### src/secure_packet_encoder_defs.svh
`ifndef SECURE_PACKET_ENCODER_DEFS_SVH
`define SECURE_PACKET_ENCODER_DEFS_SVH

// ----------------------------------------
// Timing
// ----------------------------------------
`define SPE_CLK_HZ        250000000
`define SPE_BAUD_LO_BPS   4800
`define SPE_BAUD_HI_BPS   28800
`define SPE_BITCYC_LO     (`SPE_CLK_HZ / `SPE_BAUD_LO_BPS)
`define SPE_BITCYC_HI     (`SPE_CLK_HZ / `SPE_BAUD_HI_BPS)
`define SPE_RATE_SETTLE   2'h3
`define SPE_CIPH_ROUNDS   6'h20
`define SPE_FRAME_BITS    129
`define SPE_FRAME_LAST    8'h80
`define SPE_HALF_BITS     8'h40

// ----------------------------------------
// Register offsets (byte addresses)
// ----------------------------------------
`define SPE_A_KEY0        8'h00
`define SPE_A_KEY1        8'h04
`define SPE_A_KEY2        8'h08
`define SPE_A_CNT0        8'h0c
`define SPE_A_CNT1        8'h10
`define SPE_A_IDENT       8'h14
`define SPE_A_CTRL        8'h18
`define SPE_A_STATUS      8'h1c
`define SPE_A_LIVE0       8'h20
`define SPE_A_LIVE1       8'h24

// ----------------------------------------
// Fields
// ----------------------------------------
`define SPE_CTRL_COMMIT   0
`define SPE_CTRL_FORGET   1
`define SPE_ST_ASSOC      0
`define SPE_ST_ACTIVE     1
`define SPE_ST_RATE       2
`define SPE_ST_SERBUSY    3
`define SPE_ST_RATEDONE   4
`define SPE_ST_LINES_LSB  8

// ----------------------------------------
// Reset values
// ----------------------------------------
`define SPE_RST_WORD      32'h0
`define SPE_RST_KEY       80'h0
`define SPE_RST_CNT       40'h0
`define SPE_RST_IDENT     16'h0

`endif

### src/secure_packet_encoder_pkg.sv
package secure_packet_encoder_pkg;

  // Packet builder states
  typedef enum logic [4:0] {
    ST_IDLE = 5'h01,
    ST_TAG  = 5'h02,
    ST_BLK1 = 5'h04,
    ST_BLK2 = 5'h08,
    ST_SEND = 5'h10
  } encState_t;

  // Cipher core states
  typedef enum logic [1:0] {
    CI_IDLE = 2'h1,
    CI_RUN  = 2'h2
  } cipState_t;

  // Serializer states
  typedef enum logic [1:0] {
    SER_IDLE  = 2'h1,
    SER_SHIFT = 2'h2
  } serState_t;

endpackage

### src/block_cipher_core.sv
`timescale 1ns/10ps
`include "secure_packet_encoder_defs.svh"

module block_cipher_core
  import secure_packet_encoder_pkg::*;
(
  input  wire logic        mclk,      // System clock
  input  wire logic        resetn,    // Synchronous reset, active low
  input  wire logic        start,     // Begin one block, only when idle
  input  wire logic [79:0] key,       // Cipher key
  input  wire logic [63:0] blockIn,   // Plain block
  output logic             done,      // One-cycle pulse, result valid
  output logic      [63:0] blockOut   // Cipher block, held until next start
);

  // ----------------------------------------
  // Round function
  // ----------------------------------------
  function automatic logic [31:0] roundF(input logic [31:0] r, input logic [31:0] k);
    logic [31:0] t;
    t = {r[28:0], r[31:29]} ^ ({r[26:0], r[31:27]} & {r[0], r[31:1]});
    roundF = t + k;
  endfunction

  cipState_t   state_r,  state_nxt;
  logic [31:0] left_r,   left_nxt;
  logic [31:0] right_r,  right_nxt;
  logic [79:0] kSched_r, kSched_nxt;
  logic [5:0]  round_r,  round_nxt;
  logic        done_r,   done_nxt;

  // 32-round Feistel, one round per clock, key rotated each round
  always_comb begin
    state_nxt  = state_r;
    left_nxt   = left_r;
    right_nxt  = right_r;
    kSched_nxt = kSched_r;
    round_nxt  = round_r;
    done_nxt   = 1'b0;
    unique case (state_r)
      CI_IDLE: begin
        if (start) begin
          left_nxt   = blockIn[63:32];
          right_nxt  = blockIn[31:0];
          kSched_nxt = key;
          round_nxt  = 6'h0;
          state_nxt  = CI_RUN;
        end
      end
      CI_RUN: begin
        left_nxt   = right_r;
        right_nxt  = left_r ^ roundF(right_r, kSched_r[79:48] ^ {26'h0, round_r});
        kSched_nxt = {kSched_r[66:0], kSched_r[79:67]};
        round_nxt  = round_r + 6'h1;
        if (round_r == `SPE_CIPH_ROUNDS - 6'h1) begin
          done_nxt  = 1'b1;
          state_nxt = CI_IDLE;
        end
      end
      default: state_nxt = CI_IDLE;
    endcase
  end

  // State registers
  always_ff @(posedge mclk) begin
    if (!resetn) begin
      state_r  <= CI_IDLE;
      left_r   <= 32'h0;
      right_r  <= 32'h0;
      kSched_r <= `SPE_RST_KEY;
      round_r  <= 6'h0;
      done_r   <= 1'b0;
    end else begin
      state_r  <= state_nxt;
      left_r   <= left_nxt;
      right_r  <= right_nxt;
      kSched_r <= kSched_nxt;
      round_r  <= round_nxt;
      done_r   <= done_nxt;
    end
  end

  assign done     = done_r;
  assign blockOut = {left_r, right_r};

endmodule

### src/packet_serializer.sv
`timescale 1ns/10ps
`include "secure_packet_encoder_defs.svh"

module packet_serializer
  import secure_packet_encoder_pkg::*;
#(
  parameter logic [15:0] BIT_CYC_LO = 16'(`SPE_BITCYC_LO),
  parameter logic [15:0] BIT_CYC_HI = 16'(`SPE_BITCYC_HI)
)
(
  input  wire logic         mclk,       // System clock
  input  wire logic         resetn,     // Synchronous reset, active low
  input  wire logic         load,       // Take frame, only when not busy
  input  wire logic [128:0] frame,      // Frame, sent MSB first
  input  wire logic         rateHigh,   // High selects the fast bit rate
  output logic              busy,       // Frame in flight
  output logic              serialOut   // Serial bit stream, idles low
);

  serState_t    state_r, state_nxt;
  logic [128:0] shift_r, shift_nxt;
  logic [7:0]   bitCnt_r, bitCnt_nxt;
  logic [15:0]  baud_r,  baud_nxt;
  logic         out_r,   out_nxt;
  logic [15:0]  period;

  // Bit period minus one for the chosen rate
  assign period = (rateHigh ? BIT_CYC_HI : BIT_CYC_LO) - 16'h1;

  // Shift one bit per period
  always_comb begin
    state_nxt  = state_r;
    shift_nxt  = shift_r;
    bitCnt_nxt = bitCnt_r;
    baud_nxt   = baud_r;
    out_nxt    = out_r;
    unique case (state_r)
      SER_IDLE: begin
        out_nxt = 1'b0;
        if (load) begin
          shift_nxt  = frame;
          out_nxt    = frame[128];
          bitCnt_nxt = `SPE_FRAME_LAST;
          baud_nxt   = period;
          state_nxt  = SER_SHIFT;
        end
      end
      SER_SHIFT: begin
        if (baud_r != 16'h0) begin
          baud_nxt = baud_r - 16'h1;
        end else if (bitCnt_r == 8'h0) begin
          out_nxt   = 1'b0;
          state_nxt = SER_IDLE;
        end else begin
          shift_nxt  = {shift_r[127:0], 1'b0};
          out_nxt    = shift_r[127];
          bitCnt_nxt = bitCnt_r - 8'h1;
          baud_nxt   = period;
        end
      end
      default: state_nxt = SER_IDLE;
    endcase
  end

  // State registers
  always_ff @(posedge mclk) begin
    if (!resetn) begin
      state_r  <= SER_IDLE;
      shift_r  <= 129'h0;
      bitCnt_r <= 8'h0;
      baud_r   <= 16'h0;
      out_r    <= 1'b0;
    end else begin
      state_r  <= state_nxt;
      shift_r  <= shift_nxt;
      bitCnt_r <= bitCnt_nxt;
      baud_r   <= baud_nxt;
      out_r    <= out_nxt;
    end
  end

  assign busy      = (state_r == SER_SHIFT);
  assign serialOut = out_r;

endmodule

### src/secure_packet_encoder.sv
// Function
// - Message: lines, counter, integrity, 128 bits
// - Authenticated encryption of every message
// - Packets back to back while send high
// - Counter decrements on every packet
// - Key, counter, identifier accepted and kept
// - Send high captures lines per packet, transmits serially
// - Power control follows send input
// - Rate select sampled once after reset
// - Invert packet when ones exceed half
`timescale 1ns/10ps
`include "secure_packet_encoder_defs.svh"

module secure_packet_encoder
  import secure_packet_encoder_pkg::*;
#(
  parameter logic [15:0] BIT_CYC_LO = 16'(`SPE_BITCYC_LO),
  parameter logic [15:0] BIT_CYC_HI = 16'(`SPE_BITCYC_HI)
)
(
  input  wire logic        mclk,                    // System clock, 250 MHz
  input  wire logic        resetn,                  // Synchronous reset, active low
  input  wire logic        psel,                    // APB select
  input  wire logic        penable,                 // APB enable
  input  wire logic        pwrite,                  // APB write
  input  wire logic [7:0]  paddr,                   // APB byte address
  input  wire logic [31:0] pwdata,                  // APB write data
  output logic      [31:0] prdata,                  // APB read data
  output logic             pready,                  // APB ready
  output logic             pslverr,                 // APB error, unmapped address
  input  wire logic        sendIn,                  // Send request pin
  input  wire logic [7:0]  buttonInputLines,        // Button input pins
  input  wire logic        rateSelect,              // Bit rate strap pin
  output logic             dataOut,                 // Serial packet output
  output logic             transmitterPowerControl  // Transmitter power enable
);

  // ----------------------------------------
  // Pin synchronisers and rate strap
  // ----------------------------------------
  logic       sendMeta_r, sendSync_r;
  logic [7:0] btnMeta_r,  btnSync_r;
  logic       rateMeta_r, rateSync_r;
  logic       txPwr_r,    txPwr_nxt;
  logic       rateHigh_r, rateHigh_nxt;
  logic       rateDone_r, rateDone_nxt;
  logic [1:0] rateWait_r, rateWait_nxt;

  // Strap taken once after the synchroniser has settled
  always_comb begin
    txPwr_nxt    = sendSync_r;
    rateHigh_nxt = rateHigh_r;
    rateDone_nxt = rateDone_r;
    rateWait_nxt = rateWait_r;
    if (!rateDone_r) begin
      if (rateWait_r == `SPE_RATE_SETTLE) begin
        rateHigh_nxt = rateSync_r;
        rateDone_nxt = 1'b1;
      end else begin
        rateWait_nxt = rateWait_r + 2'h1;
      end
    end
  end

  // Two-stage synchronisers and strap registers
  always_ff @(posedge mclk) begin
    if (!resetn) begin
      sendMeta_r <= 1'b0;
      sendSync_r <= 1'b0;
      btnMeta_r  <= 8'h0;
      btnSync_r  <= 8'h0;
      rateMeta_r <= 1'b0;
      rateSync_r <= 1'b0;
      txPwr_r    <= 1'b0;
      rateHigh_r <= 1'b0;
      rateDone_r <= 1'b0;
      rateWait_r <= 2'h0;
    end else begin
      sendMeta_r <= sendIn;
      sendSync_r <= sendMeta_r;
      btnMeta_r  <= buttonInputLines;
      btnSync_r  <= btnMeta_r;
      rateMeta_r <= rateSelect;
      rateSync_r <= rateMeta_r;
      txPwr_r    <= txPwr_nxt;
      rateHigh_r <= rateHigh_nxt;
      rateDone_r <= rateDone_nxt;
      rateWait_r <= rateWait_nxt;
    end
  end

  // ----------------------------------------
  // APB slave and staging registers
  // ----------------------------------------
  logic [31:0] prdata_r,  prdata_nxt;
  logic        pready_r,  pready_nxt;
  logic        pslverr_r, pslverr_nxt;
  logic [79:0] stKey_r,   stKey_nxt;
  logic [39:0] stCnt_r,   stCnt_nxt;
  logic [15:0] stId_r,    stId_nxt;
  logic        commit_r,  commit_nxt;
  logic        forget_r,  forget_nxt;
  logic        apbWr;
  logic        hit;
  logic [31:0] rdMux;
  logic [31:0] statusWord;

  // Working association and builder state, declared here for the read mux
  encState_t   state_r,   state_nxt;
  logic [79:0] key_r,     key_nxt;
  logic [39:0] cnt_r,     cnt_nxt;
  logic [15:0] id_r,      id_nxt;
  logic        assoc_r,   assoc_nxt;
  logic [7:0]  lines_r,   lines_nxt;
  logic        serBusy;

  assign statusWord = {16'h0, lines_r, 3'h0, rateDone_r, serBusy, rateHigh_r,
                       (state_r != ST_IDLE), assoc_r};

  // Zero-wait answer, write lands at the access edge
  always_comb begin
    apbWr       = psel & penable & pready_r & pwrite & ~pslverr_r;
    hit         = 1'b1;
    rdMux       = `SPE_RST_WORD;
    unique case (paddr)
      `SPE_A_KEY0:   rdMux = stKey_r[31:0];
      `SPE_A_KEY1:   rdMux = stKey_r[63:32];
      `SPE_A_KEY2:   rdMux = {16'h0, stKey_r[79:64]};
      `SPE_A_CNT0:   rdMux = stCnt_r[31:0];
      `SPE_A_CNT1:   rdMux = {24'h0, stCnt_r[39:32]};
      `SPE_A_IDENT:  rdMux = {16'h0, stId_r};
      `SPE_A_CTRL:   rdMux = `SPE_RST_WORD;
      `SPE_A_STATUS: rdMux = statusWord;
      `SPE_A_LIVE0:  rdMux = cnt_r[31:0];
      `SPE_A_LIVE1:  rdMux = {24'h0, cnt_r[39:32]};
      default:       hit   = 1'b0;
    endcase
    pready_nxt  = psel & ~penable;
    pslverr_nxt = psel & ~penable & ~hit;
    prdata_nxt  = (psel & ~penable) ? rdMux : prdata_r;
    stKey_nxt   = stKey_r;
    stCnt_nxt   = stCnt_r;
    stId_nxt    = stId_r;
    commit_nxt  = 1'b0;
    forget_nxt  = 1'b0;
    if (apbWr) begin
      unique case (paddr)
        `SPE_A_KEY0:  stKey_nxt[31:0]  = pwdata;
        `SPE_A_KEY1:  stKey_nxt[63:32] = pwdata;
        `SPE_A_KEY2:  stKey_nxt[79:64] = pwdata[15:0];
        `SPE_A_CNT0:  stCnt_nxt[31:0]  = pwdata;
        `SPE_A_CNT1:  stCnt_nxt[39:32] = pwdata[7:0];
        `SPE_A_IDENT: stId_nxt         = pwdata[15:0];
        `SPE_A_CTRL: begin
          commit_nxt = pwdata[`SPE_CTRL_COMMIT];
          forget_nxt = pwdata[`SPE_CTRL_FORGET];
        end
        default: ;
      endcase
    end
  end

  // APB registers
  always_ff @(posedge mclk) begin
    if (!resetn) begin
      prdata_r  <= `SPE_RST_WORD;
      pready_r  <= 1'b0;
      pslverr_r <= 1'b0;
      stKey_r   <= `SPE_RST_KEY;
      stCnt_r   <= `SPE_RST_CNT;
      stId_r    <= `SPE_RST_IDENT;
      commit_r  <= 1'b0;
      forget_r  <= 1'b0;
    end else begin
      prdata_r  <= prdata_nxt;
      pready_r  <= pready_nxt;
      pslverr_r <= pslverr_nxt;
      stKey_r   <= stKey_nxt;
      stCnt_r   <= stCnt_nxt;
      stId_r    <= stId_nxt;
      commit_r  <= commit_nxt;
      forget_r  <= forget_nxt;
    end
  end

  // ----------------------------------------
  // Packet builder
  // ----------------------------------------
  logic [39:0]  pktCnt_r,  pktCnt_nxt;
  logic [63:0]  tag_r,     tag_nxt;
  logic [63:0]  c1_r,      c1_nxt;
  logic [127:0] pkt_r,     pkt_nxt;
  logic [63:0]  cipBlk_r,  cipBlk_nxt;
  logic         cipStart_r, cipStart_nxt;
  logic         serLoad_r, serLoad_nxt;
  logic [128:0] frame_r,   frame_nxt;
  logic         cipDone;
  logic [63:0]  cipOut;
  logic         startPkt;
  logic         invert;

  // Number of ones in a packet
  function automatic logic [7:0] onesCount(input logic [127:0] v);
    logic [7:0] n;
    n = 8'h0;
    for (int i = 0; i < 128; i++) begin
      n = n + {7'h0, v[i]};
    end
    onesCount = n;
  endfunction

  assign invert = (onesCount(pkt_r) > `SPE_HALF_BITS);

  // Tag, then two chained blocks, then hand to the serializer
  always_comb begin
    state_nxt    = state_r;
    key_nxt      = key_r;
    cnt_nxt      = cnt_r;
    id_nxt       = id_r;
    assoc_nxt    = assoc_r;
    lines_nxt    = lines_r;
    pktCnt_nxt   = pktCnt_r;
    tag_nxt      = tag_r;
    c1_nxt       = c1_r;
    pkt_nxt      = pkt_r;
    cipBlk_nxt   = cipBlk_r;
    cipStart_nxt = 1'b0;
    serLoad_nxt  = 1'b0;
    frame_nxt    = frame_r;
    startPkt     = 1'b0;
    unique case (state_r)
      ST_IDLE: begin
        startPkt = sendSync_r & assoc_r & rateDone_r;
      end
      ST_TAG: begin
        if (cipDone) begin
          tag_nxt      = cipOut;
          cipBlk_nxt   = {lines_r, pktCnt_r, id_r};
          cipStart_nxt = 1'b1;
          state_nxt    = ST_BLK1;
        end
      end
      ST_BLK1: begin
        if (cipDone) begin
          c1_nxt       = cipOut;
          cipBlk_nxt   = tag_r ^ cipOut;
          cipStart_nxt = 1'b1;
          state_nxt    = ST_BLK2;
        end
      end
      ST_BLK2: begin
        if (cipDone) begin
          pkt_nxt   = {c1_r, cipOut};
          state_nxt = ST_SEND;
        end
      end
      ST_SEND: begin
        if (!serBusy && !serLoad_r) begin
          serLoad_nxt = 1'b1;
          frame_nxt   = {invert, invert ? ~pkt_r : pkt_r};
          state_nxt   = ST_IDLE;
          startPkt    = sendSync_r & assoc_r;
        end
      end
      default: state_nxt = ST_IDLE;
    endcase
    // Exhausted counter drops the key instead of sending
    if (startPkt) begin
      if (cnt_r == 40'h0) begin
        assoc_nxt = 1'b0;
        key_nxt   = `SPE_RST_KEY;
        state_nxt = ST_IDLE;
      end else begin
        lines_nxt    = btnSync_r;
        pktCnt_nxt   = cnt_r;
        cnt_nxt      = cnt_r - 40'h1;
        cipBlk_nxt   = ~{btnSync_r, cnt_r, id_r};
        cipStart_nxt = 1'b1;
        state_nxt    = ST_TAG;
      end
    end
    if (forget_r) begin
      assoc_nxt = 1'b0;
    end
    // Association load wins over any clear in the same cycle
    if (commit_r) begin
      key_nxt   = stKey_r;
      cnt_nxt   = stCnt_r;
      id_nxt    = stId_r;
      assoc_nxt = 1'b1;
    end
  end

  // Builder registers
  always_ff @(posedge mclk) begin
    if (!resetn) begin
      state_r    <= ST_IDLE;
      key_r      <= `SPE_RST_KEY;
      cnt_r      <= `SPE_RST_CNT;
      id_r       <= `SPE_RST_IDENT;
      assoc_r    <= 1'b0;
      lines_r    <= 8'h0;
      pktCnt_r   <= `SPE_RST_CNT;
      tag_r      <= 64'h0;
      c1_r       <= 64'h0;
      pkt_r      <= 128'h0;
      cipBlk_r   <= 64'h0;
      cipStart_r <= 1'b0;
      serLoad_r  <= 1'b0;
      frame_r    <= 129'h0;
    end else begin
      state_r    <= state_nxt;
      key_r      <= key_nxt;
      cnt_r      <= cnt_nxt;
      id_r       <= id_nxt;
      assoc_r    <= assoc_nxt;
      lines_r    <= lines_nxt;
      pktCnt_r   <= pktCnt_nxt;
      tag_r      <= tag_nxt;
      c1_r       <= c1_nxt;
      pkt_r      <= pkt_nxt;
      cipBlk_r   <= cipBlk_nxt;
      cipStart_r <= cipStart_nxt;
      serLoad_r  <= serLoad_nxt;
      frame_r    <= frame_nxt;
    end
  end

  // ----------------------------------------
  // Submodules
  // ----------------------------------------
  // Block cipher, three runs per packet
  block_cipher_core u_cipher (
    .mclk     (mclk),
    .resetn   (resetn),
    .start    (cipStart_r),
    .key      (key_r),
    .blockIn  (cipBlk_r),
    .done     (cipDone),
    .blockOut (cipOut)
  );

  // Frame serializer at the strapped rate
  packet_serializer #(
    .BIT_CYC_LO (BIT_CYC_LO),
    .BIT_CYC_HI (BIT_CYC_HI)
  ) u_serial (
    .mclk      (mclk),
    .resetn    (resetn),
    .load      (serLoad_r),
    .frame     (frame_r),
    .rateHigh  (rateHigh_r),
    .busy      (serBusy),
    .serialOut (dataOut)
  );

  // Outputs
  assign prdata                  = prdata_r;
  assign pready                  = pready_r;
  assign pslverr                 = pslverr_r;
  assign transmitterPowerControl = txPwr_r;

endmodule

### config.mk
export PLATFORM = sky130hd
export DESIGN_NAME = secure_packet_encoder
export DESIGN_NICKNAME = d
export VERILOG_FILES = /design/src/secure_packet_encoder_pkg.sv /design/src/block_cipher_core.sv /design/src/packet_serializer.sv /design/src/secure_packet_encoder.sv
export VERILOG_INCLUDE_DIRS = /design/src
export SDC_FILE = /design/constraint.sdc
export NUM_CORES = 2
export LEC_CHECK = 0
export ABC_AREA = 0
export BUFFER_PORTS_ARGS = -buffer_cell sky130_fd_sc_hd__buf_2
export CORE_MARGIN = 2
export CORE_UTILIZATION = 35
export DETAILED_ROUTE_END_ITERATION = 7
export MAX_ROUTING_LAYER = met4
export PLACE_DENSITY_LB_ADDON = 0.2
export SYNTH_ARGS = -nofsm -noshare
export SYNTH_HDL_FRONTEND = slang
export SYNTH_SLANG_ARGS = --single-unit
### constraint.sdc
create_clock -name mclk -period 21.9 [get_ports mclk]
set_input_delay 1.095 -clock mclk [delete_from_list [all_inputs] [get_ports mclk]]
set_output_delay 1.095 -clock mclk [all_outputs]
set_load 0.01 [all_outputs]
Word-level counts from Yosys, hierarchy flattened
Index checks and enable logic that the tools add are counted.

word-level totals
  register bits = 1146
  latch bits = 0
  RAM bits = 0
  memory bits (read-only) = 0
  bits of input ports = 55
  word-level logic and storage cells = 344
  memories kept = 0

operators by class
  $add $sub $neg = 134
  $mul = 0
  div/mod/pow operators = 0
  order comparisons = 1
  equality and inequality tests = 34
  shift operators = 0
  muxes and demuxes = 67
  bitwise logic cells = 21
  reduce and logical (&&, ||, !) cells = 41

operator list
  operator                                                               count
  8-bit by 1-bit adder with 8-bit output                                 120
  128-bit two-way mux                                                    4
  80-bit two-way mux                                                     4
  32-bit case mux with 9 select lines                                    1
  64-bit two-way mux                                                     4
  128-bit case mux with 2 select lines                                   1
  80-bit case mux with 2 select lines                                    1
  128-bit inverter                                                       1
  32-bit case mux with 2 select lines                                    2
  64-bit case mux with 2 select lines                                    1
  40-bit two-way mux                                                     3
  16-bit two-way mux                                                     4
  32-bit two-way mux                                                     2
  64-bit inverter                                                        1
  32-bit XOR                                                             2
  64-bit XOR                                                             1
  2-bit AND reduction                                                    21
  40-bit zero test                                                       1
  40-bit by 1-bit subtractor with 40-bit output, second input constant   1
  32-bit adder                                                           1
  32-bit AND                                                             1
  8-bit by 5-bit equality test with 1-bit output, second input constant  4
  16-bit case mux with 2 select lines                                    1
  16-bit by 1-bit subtractor with 16-bit output, second input constant   2
  other kinds (51)                                                       114

Depth between registers and ports, before layout
  word-level depth = 129
  mapped depth = 29
  depth with buffers taken out = 26

Hierarchy
Synthesis repeated with hierarchy kept, for this count alone.

second synthesis, totals
  cells, all modules = 6302
  area total of the unflattened synthesis = 52836.9 um2

modules (own cells, without submodules)
  module                 times used  cells an instance  area each (um2)  seq. area each (um2)
  secure_packet_encoder  1           4325               36306.1          16776.1
  block_cipher_core      1           1198               9311.4           3062.9
  packet_serializer      1           779                7219.4           3103.0

Worst setup path before layout
No wires, ideal clock.

  path kind = register to register
  start point = register pkt_r[35]
  end point = register frame_r[100]
  library setup time = 87 ps
  arrival = 7826 ps
  data required time = 21813 ps
  slack = 13987 ps
  cell stages (with the launch flop) = 27
  path buffers = 2
  period minus slack after synthesis = 7913 ps
  cell sequence = dfxtp_1 > inv_1 > fa_1 > inv_1 > fa_1 > fa_1 > inv_1 > fa_1 > inv_1 > fa_1 > fa_1 > fa_1 > fa_1 > inv_1 > fa_1 > fa_1 > inv_1 > fa_1 > a21o_1 > a21oi_1 > o21ai_0 > xnor2_1 > a21oi_1 > clkbuf_1 > clkbuf_1 > nor3_1 > o31ai_1

on the way
  longest elaborated chain between the ends = 95

RTL lines
  what                                                                       line                          RTL
  start, declared                                                            secure_packet_encoder.sv:192  logic [127:0] pkt_r, pkt_nxt;
  start signal, assigned                                                     secure_packet_encoder.sv:321  pkt_r <= pkt_nxt;
  8-bit by 1-bit adder with 8-bit output (93 in a row)                       secure_packet_encoder.sv:207  n = n + {7'h0, v[i]};
  8-bit by 7-bit greater-than comparator with 1-bit output (no source line)  n/a
  128-bit two-way mux                                                        secure_packet_encoder.sv:260  frame_nxt = {invert, invert ? ~pkt_r : pkt_r};
  end signal, assigned                                                       secure_packet_encoder.sv:325  frame_r <= frame_nxt;
  end, declared                                                              secure_packet_encoder.sv:196  logic [128:0] frame_r, frame_nxt;

Every way passes these cells.
A chain may end at the register's enable or synchronous reset.

Worst setup path after layout
  start point = register pkt_r[89]
  end point = register frame_r[93]

on the way
  longest elaborated chain between the ends = 41

RTL lines
  what                                                                       line
  8-bit by 1-bit adder with 8-bit output (39 in a row)                       secure_packet_encoder.sv:207
  8-bit by 7-bit greater-than comparator with 1-bit output (no source line)  n/a
  128-bit two-way mux                                                        secure_packet_encoder.sv:260

Every way passes these cells.

==> results_dict.tcl <==
set metrics [dict create \
    layout-drive-gt1-share_pct 6.20 \
    overflow 0 \
    clock-sinks 1146 \
    grt_setup_unrepaired "no" \
    crit_start "pkt_r[89]" \
    worstPathArrival_ns 10.12 \
    drt_iter0_markers 4242 \
    dieArea_mm2 0.154 \
    viasPerCell 5.50 \
    finalCritPeriodShare_pct 43.2 \
    max_slew_margin_pct 11.5 \
    synth-xor-area-share_pct 3.33 \
    end_kind "flop" \
    antenna_found_initial 2 \
    timing.fmax_mhz 106 \
    yosys-top-cells-area "dfxtp_1 (43%), nand2_1 (11%), a21oi_1 (6.5%)" \
    synth_compound_area_share_pct 19.6 \
    wl_um 189000 \
    yosys.area_share.simple_pct 19.3 \
    ant_nets 0 \
    synth_top_family_by_area "compound AO/OA/AOI/OAI gates" \
    cts_setup_buffers 0 \
    min-delay-path-class "flop to flop" \
    root_buffer "clkbuf_16" \
    area_delta_synth_final_pct 10.9 \
    outcome "finished, final reports clean" \
    ys.warnings.count 0 \
    ys_async_sr_fraction_pct 0 \
    min_to "btnSync_r[3]" \
    ys_seq_area_share_pct 43.3 \
    yosys.area.top_type "dfxtp_1" \
    grt_max_degree 219 \
    dpl.hpwl_um 127000 \
    h-tree-depth 4 \
    grt_first_pass_wirelength_um 284000 \
    synthAdderAreaFrac_pct 5.92 \
    cts_made_buffers 134 \
    regArea_mm2 0.0229 \
    min_period_ns 9.46 \
    reg2reg_depth 25 \
    r2r-end "frame_r[93]" \
    crit_path_start_kind "flop" \
    path_clk_slew_ns 0.06 \
    die_w_um 393 \
    syn_inst 6548 \
    synthMuxAreaShare_pct 2.99 \
    hold_viol_final 0 \
    numPortBuffers 90 \
    drtPass1Iterations 6 \
    mostFrequentLayoutCell "nand2_1" \
    vdd_drop_max_uv 69.6 \
    final_cell_mix "nand2_1 (1,486), dfxtp_1 (1,145), a21oi_1 (688)" \
    synth_fp_nets 6784 \
    clk_latency_ns 0.78 \
    drv_slew 0 \
    ys_ff_latch 1146 \
    die_y_um 393 \
    min_path_cells 1 \
    initial_utilization_pct 35.3 \
    synth_area_mm2 0.0529 \
    cap_violations 0 \
    worst-setup-path-type "flop to flop" \
    io_pins 91 \
    netlist.area_leader.share_pct 43.3 \
    hold_buffers 0 \
    synth.distinct_cells 71 \
    grt_usage_pct 24.8 \
    clock_skew_ns 0.0348 \
    synth_area_per_cell_um2 8.09 \
    setup_viol 0 \
    fin_nets 6492 \
    core_mm2 0.150 \
    cts_tree "done" \
    cts_resized 0 \
    wl_per_cell_um 22.6 \
    hp-start "btnMeta_r[3]" \
    fin_setup_tns_ns 0 \
    num_rows 142 \
    power_density_mw_per_mm2 74.8 \
    gp_congestion 0.948 \
    fill_cells 15474 \
    finalInstanceArea_mm2 0.0587 \
    worstPathMaxFanout 218 \
    tightest_slew_ns 1.32 \
    dp_slack_ns 12.53 \
    synthFlopType "dfxtp_1" \
    synth_edf_count 0 \
    reg2reg_slack_ns 12.44 \
    placed_area_mm2 0.0544 \
    p_leak_nw 19.9 \
    vias 46039 \
    r2r-start "pkt_r[89]" \
    grt_pass1_vias 42669 \
    multi_input_comb_area_mm2 0.0272 \
    worst_slack_ns 12.44 \
    drc_errors 0 \
    p_total_mw 4.39 \
    cts_buffer_depth 3 \
    worst_ep_required_time_ns 22.55 \
]
==> flip-flops by register name, summed over array words and instances (netlist names), 40 cells and up <==
register / flops
stKey_r: 80
u_serial.shift_r: 128
cipBlk_r: 64
stCnt_r: 40
cnt_r: 40
u_cipher.kSched_r: 80
key_r: 80
pktCnt_r: 40
tag_r: 64
c1_r: 64
pkt_r: 128
frame_r: 129
==> cell type report <==
| cell class | count | share of cell area (%) |
|---|---|---|
| Antenna cell | 2 | 0.00852 |
| Clock buffer | 201 | 6.70 |
| Clock inverter | 33 | 0.650 |
| Inverter | 195 | 1.26 |
| Multi-Input combinational cell | 4624 | 46.3 |
| Sequential cell | 1146 | 39.1 |
| Tap cell | 2016 | 4.29 |
| Timing Repair Buffer | 155 | 1.67 |
==> through the flow <==
step	util (%)	hold WS [ns]	std cells
2_1_floorplan	-	0.412	6548
3_3_place_gp	36.3	0.413	8136
3_5_place_dp	36.3	0.418	8136
4_1_cts	39.2	0.431	8370
5_1_grt	39.2	0.447	8371
6_report	39.2	0.429	8372
==> cell usage after synthesis (all sizes together), types with 5 or more instances <==
| master | instances |
|---|---|
| nand2 | 1492 |
| dfxtp | 1146 |
| a21oi | 689 |
| clkbuf | 552 |
| nor2 | 485 |
| inv | 195 |
| nor3 | 179 |
| o21ai | 166 |
| mux2i | 157 |
| a211oi | 155 |
| xnor2 | 149 |
| o21a | 140 |
| nand3 | 136 |
| o31ai | 135 |
| a311oi | 130 |
| fa | 116 |
| ha | 65 |
| xor2 | 52 |
| a221o | 46 |
| and2 | 32 |
| buf | 31 |
| a221oi | 26 |
| and3 | 24 |
| a222oi | 22 |
| nor4 | 22 |
| a22oi | 21 |
| a31oi | 21 |
| a21o | 20 |
| nand4 | 20 |
| or3 | 13 |
| nor2b | 11 |
| or4 | 11 |
| nand3b | 9 |
| nand2b | 8 |
| o211ai | 6 |
| a2111oi | 5 |
| and4 | 5 |
| nand4b | 5 |
| o21bai | 5 |
| or2 | 5 |
==> power breakdown <==
part | internal (mW) | leakage [nW] | switching, mW
Sequential | 2.09 | 9.24 | 0.00580
Clock | 1.28 | 2.11 | 0.935
Combinational | 0.0177 | 8.53 | 0.0659
==> cells by family after synthesis <==
group	count (synthesis)
and+or+nand+nor	2468
AOI/OAI and AO/OA	1616
muxes	158
buffers and inverters	778
DFF	1146
xor gates and xnor gates	201
adders and majority gates	181
==> routing by layer <==
metal  track usage, %  routed length, µm
met3             3.72              11100
met2             37.4              84300
met1             34.3              87800
met5                -                  0
met4             7.45               5820
==> worst max path at each step <==
stage                   endpoint  cells past startpoint  slack (ns)
CTS                  frame_r[93]                     25       12.50
detailed placement   frame_r[93]                     25       12.53
global placement     frame_r[90]                     25       12.61
finish               frame_r[93]                     25       12.44
global route         frame_r[95]                     25       11.96
floorplan           frame_r[100]                     26       13.99
==> critical path, stage by stage, from the launching register on <==
cell and delay, ns:
dfxtp_1 0.34, fa_1 0.55, fa_1 0.53, inv_1 0.09
fa_1 0.51, inv_1 0.06, fa_1 0.41, fa_1 0.56
inv_1 0.06, fa_1 0.58, inv_1 0.07, fa_1 0.47
fa_1 0.53, inv_1 0.07, fa_1 0.50, fa_1 0.54
inv_1 0.07, ha_1 0.29, a21o_1 0.15, a21o_1 0.20
a211oi_1 0.30, o211ai_1 0.19, a21oi_4 0.89, buf_12 0.63
nor3_1 0.11, o31ai_1 0.29
No activity file was read; power rests on OpenSTA's default activity.
